### config.mk
export PLATFORM = sky130hd
export DESIGN_NAME = ssec_top
export DESIGN_NICKNAME = d
export VERILOG_FILES = /design/src/rtl/ssec_pkg.sv /design/src/rtl/ssec_eng_if.sv /design/src/rtl/ssec_top.sv /design/src/rtl/ssec_engine.sv
export SDC_FILE = /design/constraint.sdc
export NUM_CORES = 1
export LEC_CHECK = 0
export BUFFER_PORTS_ARGS = -buffer_cell sky130_fd_sc_hd__clkbuf_2
export CORE_MARGIN = 5
export CORE_UTILIZATION = 47
export DETAILED_ROUTE_END_ITERATION = 16
export PLACE_DENSITY = 0.72
export SLEW_MARGIN = 10
export SYNTH_ARGS = -nofsm -noshare
export SYNTH_HDL_FRONTEND = slang
export SYNTH_SLANG_ARGS = --single-unit
### constraint.sdc
create_clock -name core_clk -period 2 [get_ports core_clk]
set_clock_uncertainty 0.15 [all_clocks]
set_input_delay 0.2 -clock core_clk [delete_from_list [all_inputs] [get_ports core_clk]]
set_output_delay 0.2 -clock core_clk [all_outputs]
set_load 0.02 [all_outputs]
### src/rtl/ssec_pkg.sv
// constants for the serial enable and interrupt control block
package ssec_pkg;
  localparam int unsigned CLK_HZ       = 20_000_000;
  localparam int unsigned AW           = 12;
  // register indices; byte address is four times the index
  localparam logic [9:0]  IDX_SEC      = 10'h0BB;
  localparam logic [9:0]  IDX_STATUS   = 10'h0C0;
  localparam logic [9:0]  IDX_TXDATA   = 10'h0C1;
  localparam logic [9:0]  IDX_RXDATA   = 10'h0C2;
  localparam logic [9:0]  IDX_MODE     = 10'h0C3;
  // serial_enable_control fields
  localparam int unsigned B_CONFLICT   = 0;
  localparam int unsigned B_RX_EN      = 3;
  localparam int unsigned B_TX_EN      = 4;
  localparam int unsigned B_RX_IRQ     = 5;
  localparam int unsigned B_TEND_IRQ   = 6;
  localparam int unsigned B_TEMPTY_IRQ = 7;
  localparam logic [7:0]  SEC_RESET    = 8'h00;
  localparam logic [7:0]  SEC_WMASK    = 8'hF9;
  // status layout follows the mask layout; overrun sits under the receive mask
  localparam int unsigned S_CONFLICT   = 0;
  localparam int unsigned S_OVERRUN    = 4;
  localparam int unsigned S_RXFULL     = 5;
  localparam int unsigned S_TEND       = 6;
  localparam int unsigned S_TEMPTY     = 7;
  localparam logic [7:0]  STAT_RESET   = 8'h00;
  localparam int unsigned M_FOUR_WIRE  = 0;
  localparam logic [7:0]  BYTE_ZERO    = 8'h00;
  localparam logic [7:0]  BYTE_IDLE    = 8'hFF;
  localparam logic [2:0]  LAST_BIT     = 3'h7;
  localparam logic [1:0]  RESP_OKAY    = 2'h0;
  localparam logic [1:0]  RESP_SLVERR  = 2'h2;
endpackage

### src/rtl/ssec_eng_if.sv
// control and event signals between the register block and the shift engine
`timescale 1ns/10ps
interface ssec_eng_if;
  logic       transmit_enable;
  logic       receive_enable;
  logic       tx_req;
  logic [7:0] tx_data;
  logic       take;
  logic       byte_done;
  logic [7:0] rx_byte;
  logic       tx_end;
  logic       cs_rise;
  modport ctl (output transmit_enable, receive_enable, tx_req, tx_data,
               input  take, byte_done, rx_byte, tx_end, cs_rise);
  modport eng (input  transmit_enable, receive_enable, tx_req, tx_data,
               output take, byte_done, rx_byte, tx_end, cs_rise);
endinterface

### src/rtl/ssec_top.sv
// serial port enable and interrupt control with axi4-lite registers
// Functional notes
// - conflict irq passes only when its mask is 1
// - receive mask gates rx-full and overrun together
// - transmit-end irq passes only when mask is 1
// - transmit-empty irq passes only when mask is 1
// - control bits two and one read zero
// - overrun when byte completes with buffer full and receive enabled
// - four-wire chip select rise sets conflict flag
// - enabled requests merge onto one interrupt output
`timescale 1ns/10ps
module ssec_top
  import ssec_pkg::*;
(
  input  wire logic          core_clk,
  input  wire logic          nrst,
  input  wire logic [AW-1:0] s_axi_awaddr,
  input  wire logic          s_axi_awvalid,
  output logic               s_axi_awready,
  input  wire logic [31:0]   s_axi_wdata,
  input  wire logic [3:0]    s_axi_wstrb,
  input  wire logic          s_axi_wvalid,
  output logic               s_axi_wready,
  output logic [1:0]         s_axi_bresp,
  output logic               s_axi_bvalid,
  input  wire logic          s_axi_bready,
  input  wire logic [AW-1:0] s_axi_araddr,
  input  wire logic          s_axi_arvalid,
  output logic               s_axi_arready,
  output logic [31:0]        s_axi_rdata,
  output logic [1:0]         s_axi_rresp,
  output logic               s_axi_rvalid,
  input  wire logic          s_axi_rready,
  input  wire logic          serial_clk,
  input  wire logic          serial_din,
  input  wire logic          chip_select_pin,
  output logic               serial_dout,
  output logic               serial_dout_oe,
  output logic               irq
);
  ssec_eng_if eif ();

  logic [7:0]    sec_reg;
  logic [7:0]    status_reg;
  logic [7:0]    status_next;
  logic [7:0]    irq_mask_next;
  logic [7:0]    tx_buf_reg;
  logic          tx_full_reg;
  logic [7:0]    rx_buf_reg;
  logic          rx_full_reg;
  logic [7:0]    mode_reg;
  logic          aw_hold_reg;
  logic          w_hold_reg;
  logic [AW-1:0] awaddr_reg;
  logic [7:0]    wdata_reg;
  logic          wstrb0_reg;
  logic          wr_fire;
  logic          rd_fire;
  logic [9:0]    wr_idx;
  logic [9:0]    rd_idx;
  logic          wr_b0;
  logic [7:0]    rd_val;
  logic          rd_ok;
  logic          ovr_evt;
  logic          rxf_evt;
  logic          ce_evt;

  ssec_engine u_engine (
    .core_clk           (core_clk),
    .nrst               (nrst),
    .eif                (eif),
    .serial_clk         (serial_clk),
    .serial_din         (serial_din),
    .chip_select_pin    (chip_select_pin),
    .serial_dout_reg    (serial_dout),
    .serial_dout_oe_reg (serial_dout_oe)
  );

  assign eif.transmit_enable = sec_reg[B_TX_EN];
  assign eif.receive_enable  = sec_reg[B_RX_EN];
  assign eif.tx_req          = tx_full_reg;
  assign eif.tx_data         = tx_buf_reg;

  // write address and data are caught independently, in either order
  always_ff @(posedge core_clk or negedge nrst) begin
    if (!nrst) begin
      s_axi_awready <= 1'b0;
      s_axi_wready  <= 1'b0;
      aw_hold_reg   <= 1'b0;
      w_hold_reg    <= 1'b0;
      awaddr_reg    <= '0;
      wdata_reg     <= BYTE_ZERO;
      wstrb0_reg    <= 1'b0;
    end else begin
      s_axi_awready <= s_axi_awvalid & ~s_axi_awready & ~aw_hold_reg & ~s_axi_bvalid;
      s_axi_wready  <= s_axi_wvalid & ~s_axi_wready & ~w_hold_reg & ~s_axi_bvalid;
      if (s_axi_awvalid && s_axi_awready) begin
        aw_hold_reg <= 1'b1;
        awaddr_reg  <= s_axi_awaddr;
      end else if (wr_fire) begin
        aw_hold_reg <= 1'b0;
      end
      if (s_axi_wvalid && s_axi_wready) begin
        w_hold_reg <= 1'b1;
        wdata_reg  <= s_axi_wdata[7:0];
        wstrb0_reg <= s_axi_wstrb[0];
      end else if (wr_fire) begin
        w_hold_reg <= 1'b0;
      end
    end
  end

  assign wr_fire = aw_hold_reg & w_hold_reg & ~s_axi_bvalid;
  assign wr_idx  = awaddr_reg[11:2];
  assign wr_b0   = wr_fire & wstrb0_reg;
  assign rd_fire = s_axi_arvalid & s_axi_arready;
  assign rd_idx  = s_axi_araddr[11:2];

  // write response; unmapped index answers slverr
  always_ff @(posedge core_clk or negedge nrst) begin
    if (!nrst) begin
      s_axi_bvalid <= 1'b0;
      s_axi_bresp  <= RESP_OKAY;
    end else if (wr_fire) begin
      s_axi_bvalid <= 1'b1;
      s_axi_bresp  <= (wr_idx == IDX_SEC || wr_idx == IDX_STATUS || wr_idx == IDX_TXDATA ||
                       wr_idx == IDX_RXDATA || wr_idx == IDX_MODE) ? RESP_OKAY : RESP_SLVERR;
    end else if (s_axi_bready) begin
      s_axi_bvalid <= 1'b0;
    end
  end

  // read data selection
  always_comb begin
    rd_val = BYTE_ZERO;
    rd_ok  = 1'b1;
    unique case (rd_idx)
      IDX_SEC:    rd_val = sec_reg & SEC_WMASK;
      IDX_STATUS: rd_val = status_reg;
      IDX_TXDATA: rd_val = {7'h00, tx_full_reg};
      IDX_RXDATA: rd_val = rx_buf_reg;
      IDX_MODE:   rd_val = mode_reg;
      default:    rd_ok  = 1'b0;
    endcase
  end

  // read channel, one read in flight
  always_ff @(posedge core_clk or negedge nrst) begin
    if (!nrst) begin
      s_axi_arready <= 1'b0;
      s_axi_rvalid  <= 1'b0;
      s_axi_rdata   <= 32'h0000_0000;
      s_axi_rresp   <= RESP_OKAY;
    end else begin
      s_axi_arready <= s_axi_arvalid & ~s_axi_arready & ~s_axi_rvalid;
      if (rd_fire) begin
        s_axi_rvalid <= 1'b1;
        s_axi_rdata  <= {24'h00_0000, rd_val};
        s_axi_rresp  <= rd_ok ? RESP_OKAY : RESP_SLVERR;
      end else if (s_axi_rready) begin
        s_axi_rvalid <= 1'b0;
      end
    end
  end

  // control register; unassigned bits never store
  always_ff @(posedge core_clk or negedge nrst) begin
    if (!nrst) begin
      sec_reg  <= SEC_RESET;
      mode_reg <= BYTE_ZERO;
    end else if (wr_b0 && wr_idx == IDX_SEC) begin
      sec_reg <= wdata_reg & SEC_WMASK;
    end else if (wr_b0 && wr_idx == IDX_MODE) begin
      mode_reg <= wdata_reg & 8'h01;
    end
  end

  // transmit buffer; a write in the take cycle refills it
  always_ff @(posedge core_clk or negedge nrst) begin
    if (!nrst) begin
      tx_full_reg <= 1'b0;
      tx_buf_reg  <= BYTE_ZERO;
    end else if (wr_b0 && wr_idx == IDX_TXDATA) begin
      tx_full_reg <= 1'b1;
      tx_buf_reg  <= wdata_reg;
    end else if (eif.take) begin
      tx_full_reg <= 1'b0;
    end
  end

  // receive side events; full flag still set when its read lands counts as full
  assign rxf_evt = eif.byte_done & eif.receive_enable & ~rx_full_reg;
  assign ovr_evt = eif.byte_done & eif.receive_enable & rx_full_reg;
  assign ce_evt  = eif.cs_rise & mode_reg[M_FOUR_WIRE];

  // receive buffer; the overrun byte is discarded so the first stays readable
  always_ff @(posedge core_clk or negedge nrst) begin
    if (!nrst) begin
      rx_full_reg <= 1'b0;
      rx_buf_reg  <= BYTE_ZERO;
    end else if (rxf_evt) begin
      rx_full_reg <= 1'b1;
      rx_buf_reg  <= eif.rx_byte;
    end else if (rd_fire && rd_idx == IDX_RXDATA) begin
      rx_full_reg <= 1'b0;
    end
  end

  // sticky status, cleared by its read; a new event wins over the clear
  always_comb begin
    status_next = (rd_fire && rd_idx == IDX_STATUS) ? STAT_RESET : status_reg;
    status_next[S_CONFLICT] = status_next[S_CONFLICT] | ce_evt;
    status_next[S_OVERRUN]  = status_next[S_OVERRUN] | ovr_evt;
    status_next[S_RXFULL]   = status_next[S_RXFULL] | rxf_evt;
    status_next[S_TEND]     = status_next[S_TEND] | eif.tx_end;
    status_next[S_TEMPTY]   = status_next[S_TEMPTY] | eif.take;
  end

  always_ff @(posedge core_clk or negedge nrst) begin
    if (!nrst) begin
      status_reg <= STAT_RESET;
    end else begin
      status_reg <= status_next;
    end
  end

  // mask follows the control bits that the next edge will hold
  always_comb begin
    irq_mask_next = BYTE_ZERO;
    irq_mask_next[S_CONFLICT] = (wr_b0 && wr_idx == IDX_SEC) ? wdata_reg[B_CONFLICT]
                                                              : sec_reg[B_CONFLICT];
    irq_mask_next[S_OVERRUN]  = (wr_b0 && wr_idx == IDX_SEC) ? wdata_reg[B_RX_IRQ]
                                                              : sec_reg[B_RX_IRQ];
    irq_mask_next[S_RXFULL]   = irq_mask_next[S_OVERRUN];
    irq_mask_next[S_TEND]     = (wr_b0 && wr_idx == IDX_SEC) ? wdata_reg[B_TEND_IRQ]
                                                              : sec_reg[B_TEND_IRQ];
    irq_mask_next[S_TEMPTY]   = (wr_b0 && wr_idx == IDX_SEC) ? wdata_reg[B_TEMPTY_IRQ]
                                                              : sec_reg[B_TEMPTY_IRQ];
  end

  // single interrupt line, registered so it lines up with status_reg
  always_ff @(posedge core_clk or negedge nrst) begin
    if (!nrst) begin
      irq <= 1'b0;
    end else begin
      irq <= |(status_next & irq_mask_next);
    end
  end
endmodule

### src/rtl/ssec_engine.sv
// slave shift engine: mode 0, msb first, byte framed by chip select
`timescale 1ns/10ps
module ssec_engine
  import ssec_pkg::*;
(
  input  wire logic core_clk,
  input  wire logic nrst,
  ssec_eng_if.eng   eif,
  input  wire logic serial_clk,
  input  wire logic serial_din,
  input  wire logic chip_select_pin,
  output logic      serial_dout_reg,
  output logic      serial_dout_oe_reg
);
  logic       sclk_prev_reg;
  logic       cs_prev_reg;
  logic [2:0] bit_cnt_reg;
  logic [7:0] rx_sh_reg;
  logic [7:0] tx_sh_reg;
  logic       loaded_reg;
  logic       tx_active_reg;
  logic       rise;
  logic       fall;
  logic       selected;

  // pins are synchronous to core_clk, so edges are taken directly
  assign rise     = serial_clk & ~sclk_prev_reg;
  assign fall     = ~serial_clk & sclk_prev_reg;
  assign selected = ~chip_select_pin;

  // pin history
  always_ff @(posedge core_clk or negedge nrst) begin
    if (!nrst) begin
      sclk_prev_reg <= 1'b0;
      cs_prev_reg   <= 1'b1;
    end else begin
      sclk_prev_reg <= serial_clk;
      cs_prev_reg   <= chip_select_pin;
    end
  end

  // chip select rising edge, judged by the block as a conflict in four-wire mode
  always_ff @(posedge core_clk or negedge nrst) begin
    if (!nrst) begin
      eif.cs_rise <= 1'b0;
    end else begin
      eif.cs_rise <= chip_select_pin & ~cs_prev_reg;
    end
  end

  // receive shifter and byte framing
  always_ff @(posedge core_clk or negedge nrst) begin
    if (!nrst) begin
      bit_cnt_reg   <= 3'h0;
      rx_sh_reg     <= BYTE_ZERO;
      eif.byte_done <= 1'b0;
      eif.rx_byte   <= BYTE_ZERO;
    end else begin
      eif.byte_done <= 1'b0;
      if (!selected) begin
        bit_cnt_reg <= 3'h0;               // partial byte dropped on deselect
      end else if (rise) begin
        rx_sh_reg   <= {rx_sh_reg[6:0], serial_din};
        bit_cnt_reg <= bit_cnt_reg + 3'h1;
        if (bit_cnt_reg == LAST_BIT) begin
          eif.byte_done <= 1'b1;
          eif.rx_byte   <= {rx_sh_reg[6:0], serial_din};
        end
      end
    end
  end

  // transmit shifter; first bit must sit on the pin before the first rise
  always_ff @(posedge core_clk or negedge nrst) begin
    if (!nrst) begin
      tx_sh_reg       <= BYTE_IDLE;
      serial_dout_reg <= 1'b1;
      loaded_reg      <= 1'b0;
      tx_active_reg   <= 1'b0;
      eif.take        <= 1'b0;
      eif.tx_end      <= 1'b0;
    end else begin
      eif.take   <= 1'b0;
      eif.tx_end <= 1'b0;
      if (!selected || (rise && bit_cnt_reg == LAST_BIT)) begin
        loaded_reg <= 1'b0;
        if (rise && selected && tx_active_reg && !eif.tx_req) begin
          eif.tx_end <= 1'b1;              // last byte out, nothing queued
        end
      end else if (!loaded_reg && bit_cnt_reg == 3'h0) begin
        loaded_reg <= 1'b1;
        if (eif.tx_req && eif.transmit_enable) begin
          eif.take        <= 1'b1;
          tx_active_reg   <= 1'b1;
          serial_dout_reg <= eif.tx_data[7];
          tx_sh_reg       <= {eif.tx_data[6:0], 1'b1};
        end else begin
          tx_active_reg   <= 1'b0;
          serial_dout_reg <= 1'b1;
          tx_sh_reg       <= BYTE_IDLE;
        end
      end else if (fall) begin
        serial_dout_reg <= tx_sh_reg[7];
        tx_sh_reg       <= {tx_sh_reg[6:0], 1'b1};
      end
    end
  end

  // data line driven only while selected
  always_ff @(posedge core_clk or negedge nrst) begin
    if (!nrst) begin
      serial_dout_oe_reg <= 1'b0;
    end else begin
      serial_dout_oe_reg <= selected;
    end
  end
endmodule

==> flow_summary.toml <==
[route]
wl_um = 8339
vias_per_cell = 5.091
final_antenna_net_count = 0
wl_per_cell_um = 14.94
drc = 0
drtIter0Drc = 86
firstDrtPassIters = 4
vias = 2841

[sta]
rsz0062_at_grt = "true"
whs_ns = 0.1743
fmax_mhz = 501.5
finalHoldViolCount = 0
final_max_slew_viol_count = 0
fin_crit_ns = 1.994
relSlewSlack_pct = 61.21
tns_ns = 0
finalCritPeriodShare_pct = 99.70
setup_viol = 0
worst_slew_pin_slew_ns = 0.5818

[synth]
synth_top_family_by_area = "multiplexers"
synth_ff_type = "dfrtp_1"
yosys.area_share.simple_pct = 9.533
ys_ff_latch = 102
ys_warn_count = 0
synthesis.area_um2 = 4344
ys_types = 46
synth_compound_area_share_pct = 8.237
synthCells = 340
avgSynthCellArea_um2 = 12.78
async_flop_share_pct = 100.0
synthXorXnorAreaFrac_pct = 0.2016
synth_edf_count = 0
yosysSeqAreaShare_pct = 59.01
synthMuxAreaShare_pct = 15.47
synthAdderAreaFrac_pct = 0.8641

[layout]
post-route-util_pct = 58.48
layout_commonest_cell = "dfrtp_1"
fin_area_um2 = 5326
diodes = 0
drive_gt1_share_pct = 38.03
area.growth.synth_to_final_pct = 22.61
final_net_count = 515
fillers = 734
fin_cells = 558
final_cell_mix = "dfrtp_1 (93), clkbuf_2 (55), mux2_2 (48), dlygate4sd3_1 (28), o21ai_0 (27)"
largest_register_ff_count = 10

[clocking]
cts-buffers-inserted = 9
insertion_delay_ns = 0.36
cts_sinks = 102
cts_max_level = 3
cts_tree = "yes"
clk_pin_slew_ns = 0.10
clock_tree.buffer_depth = 2
cts_root_buffer = "clkbuf_8"

[global_routing]
grt_util_all_layers_pct = 15.67
grt_max_degree = 43
grt_use_met1_pct = 20.14
grt_pass1_wl_um = 14310
groute.layer.met3.usage_pct = 4.311
grt_antenna_before_repair = 0
busiest_layer = "met2"
grt_pass1_vias = 3028
grt_overflow = 0
grt_util_met2_pct = 26.11

[critical_path]
slowest_stage = "dfrtp_1"
reg2reg_depth = 7
path_max_fanout = 7
worst_setup_path_end_kind = "flop"
crit_type = "reg -> reg"
arrival_ns = 2.12
slowest_delay_ns = 0.43
crit_chain = "inv_2, ha_4, or3b_4, buf_6, or3_1, o21ai_0, o21ai_0"
start_kind = "flop"
crit_path_frequent_cell = "o21ai_0"
r2r_end = "u_engine.serial_dout_reg$_DFFE_PN1P_"
r2r_start = "u_engine.bit_cnt_reg[0]$_DFFE_PN0P_"
crit_required_ns = 2.12
r2r_slack_ns = 0.006

[place]
portBuffers = 56
gp_congestion = 0.8206
placedCellCount = 511
hpwl_um = 5962
placed_area_um2 = 4761

[floorplan]
fp-row-count = 35
io_pins = 114
core_um2 = 9109
dieArea_um2 = 11270
start_util_pct = 47.69
fp.dieW_um = 106.1
die_y_um = 106.1

[hold_path]
hold_path.class = "in -> async"

[pwr]
p_leak_nw = 2.569
pwr_density_cell_nw_per_um2 = 912.6
vdd_drop_max_uv = 665.3

[run_status]
outcome = "completed"

[flow_run]
max-cap-violations = 0
==> logic make-up after synthesis <==
group | count (synthesis)
flip-flops | 102
multiplexers | 58
AO/OA/AOI/OAI | 57
XOR/XNOR | 1
AND/OR/NAND/NOR | 71
buffers and inverters | 47
adder cells (fa/ha/maj) | 3
other | 1
==> final cells by class <==
cell class	instances	area, um2	area share [%]
Tap cell	111	138.9	2.607
Clock buffer	10	137.6	2.584
Timing Repair Buffer	101	735.7	13.81
Clock inverter	6	52.55	0.9866
Multi-Input combinational cell	216	1653	31.03
Inverter	12	45.04	0.8457
Sequential cell	102	2564	48.13
==> report_power, final <==
group | total [mW] | internal, mW | switching (mW)
Clock | 1.24 | 0.507 | 0.729
Combinational | 0.894 | 0.482 | 0.412
Sequential | 2.73 | 2.45 | 0.279
==> per-layer routing <==
metal,vias up,wire length (um)
met3,9,486
met2,84,3994
li1,1351,-
met1,1397,3740
met5,-,0
met4,0,118
==> cell usage after synthesis, types with 2 or more instances <==
cell type  instances  area (um2)
mux2_4             2       30.03
mux2_2            55       619.3
nand4_1            3       18.77
and3_1             3       18.77
dfstp_2            9       236.5
and2_1             3       18.77
buf_4             26       195.2
o21ai_0           29       145.1
nand2_1           24       90.09
buf_2              4       20.02
nor4b_2            2       30.03
a21o_1             4       30.03
a22oi_1           11       82.58
ha_1               3       37.54
a21oi_1            4       20.02
or3_1              7       43.79
nor4b_1            4       35.03
inv_1             12       45.04
nor3b_1            2       15.01
nor2_1            11       41.29
clkbuf_1           4       15.01
dfrtp_1           93        2327
nor2b_1            2       12.51
==> metrics by stage <==
step	power [mW]	worst slack, ns
floorplan	3.279	0.03461
global placement	3.527	-0.05040
detailed placement	3.579	-0.2222
CTS	4.880	0.01397
global route	5.152	-0.09418
finish	4.861	0.005993
==> repair_timing <==
item | 4_1_cts | 5_1_grt
hold buffers | 28 | 0
pin swaps | 1 | 3
gates resized for setup | 3 | 18
buffers inserted | 1 | 2
hold endpoints to repair | 67 | 0
setup endpoints to repair | 9 | 18
==> critical path, delay by kind of cell, from the launching register on <==
family | cells | cell delay, ns
and+or+nand+nor | 2 | 0.72
AOI/OAI and AO/OA | 2 | 0.24
DFF | 1 | 0.43
adders and majority gates | 1 | 0.13
buffers and inverters | 2 | 0.23
==> worst max-delay path by stage <==
stage,cells after the start,to,startpoint,slack [ns]
after CTS,6,irq$_DFF_PN0_,awaddr_reg[10]$_DFFE_PN0P_,0.01
after global placement,6,u_engine.tx_sh_reg[7]$_DFFE_PN1P_,u_engine.bit_cnt_reg[0]$_DFFE_PN0P_,-0.05
final,7,u_engine.serial_dout_reg$_DFFE_PN1P_,u_engine.bit_cnt_reg[0]$_DFFE_PN0P_,0.006
after floorplan,6,irq$_DFF_PN0_,s_axi_bvalid$_DFFE_PN0P_,0.03
after detailed placement,6,u_engine.tx_sh_reg[7]$_DFFE_PN1P_,u_engine.bit_cnt_reg[0]$_DFFE_PN0P_,-0.22
after global routing,6,irq$_DFF_PN0_,awaddr_reg[4]$_DFFE_PN0P_,-0.09
(Power assumes the default switching activity.)
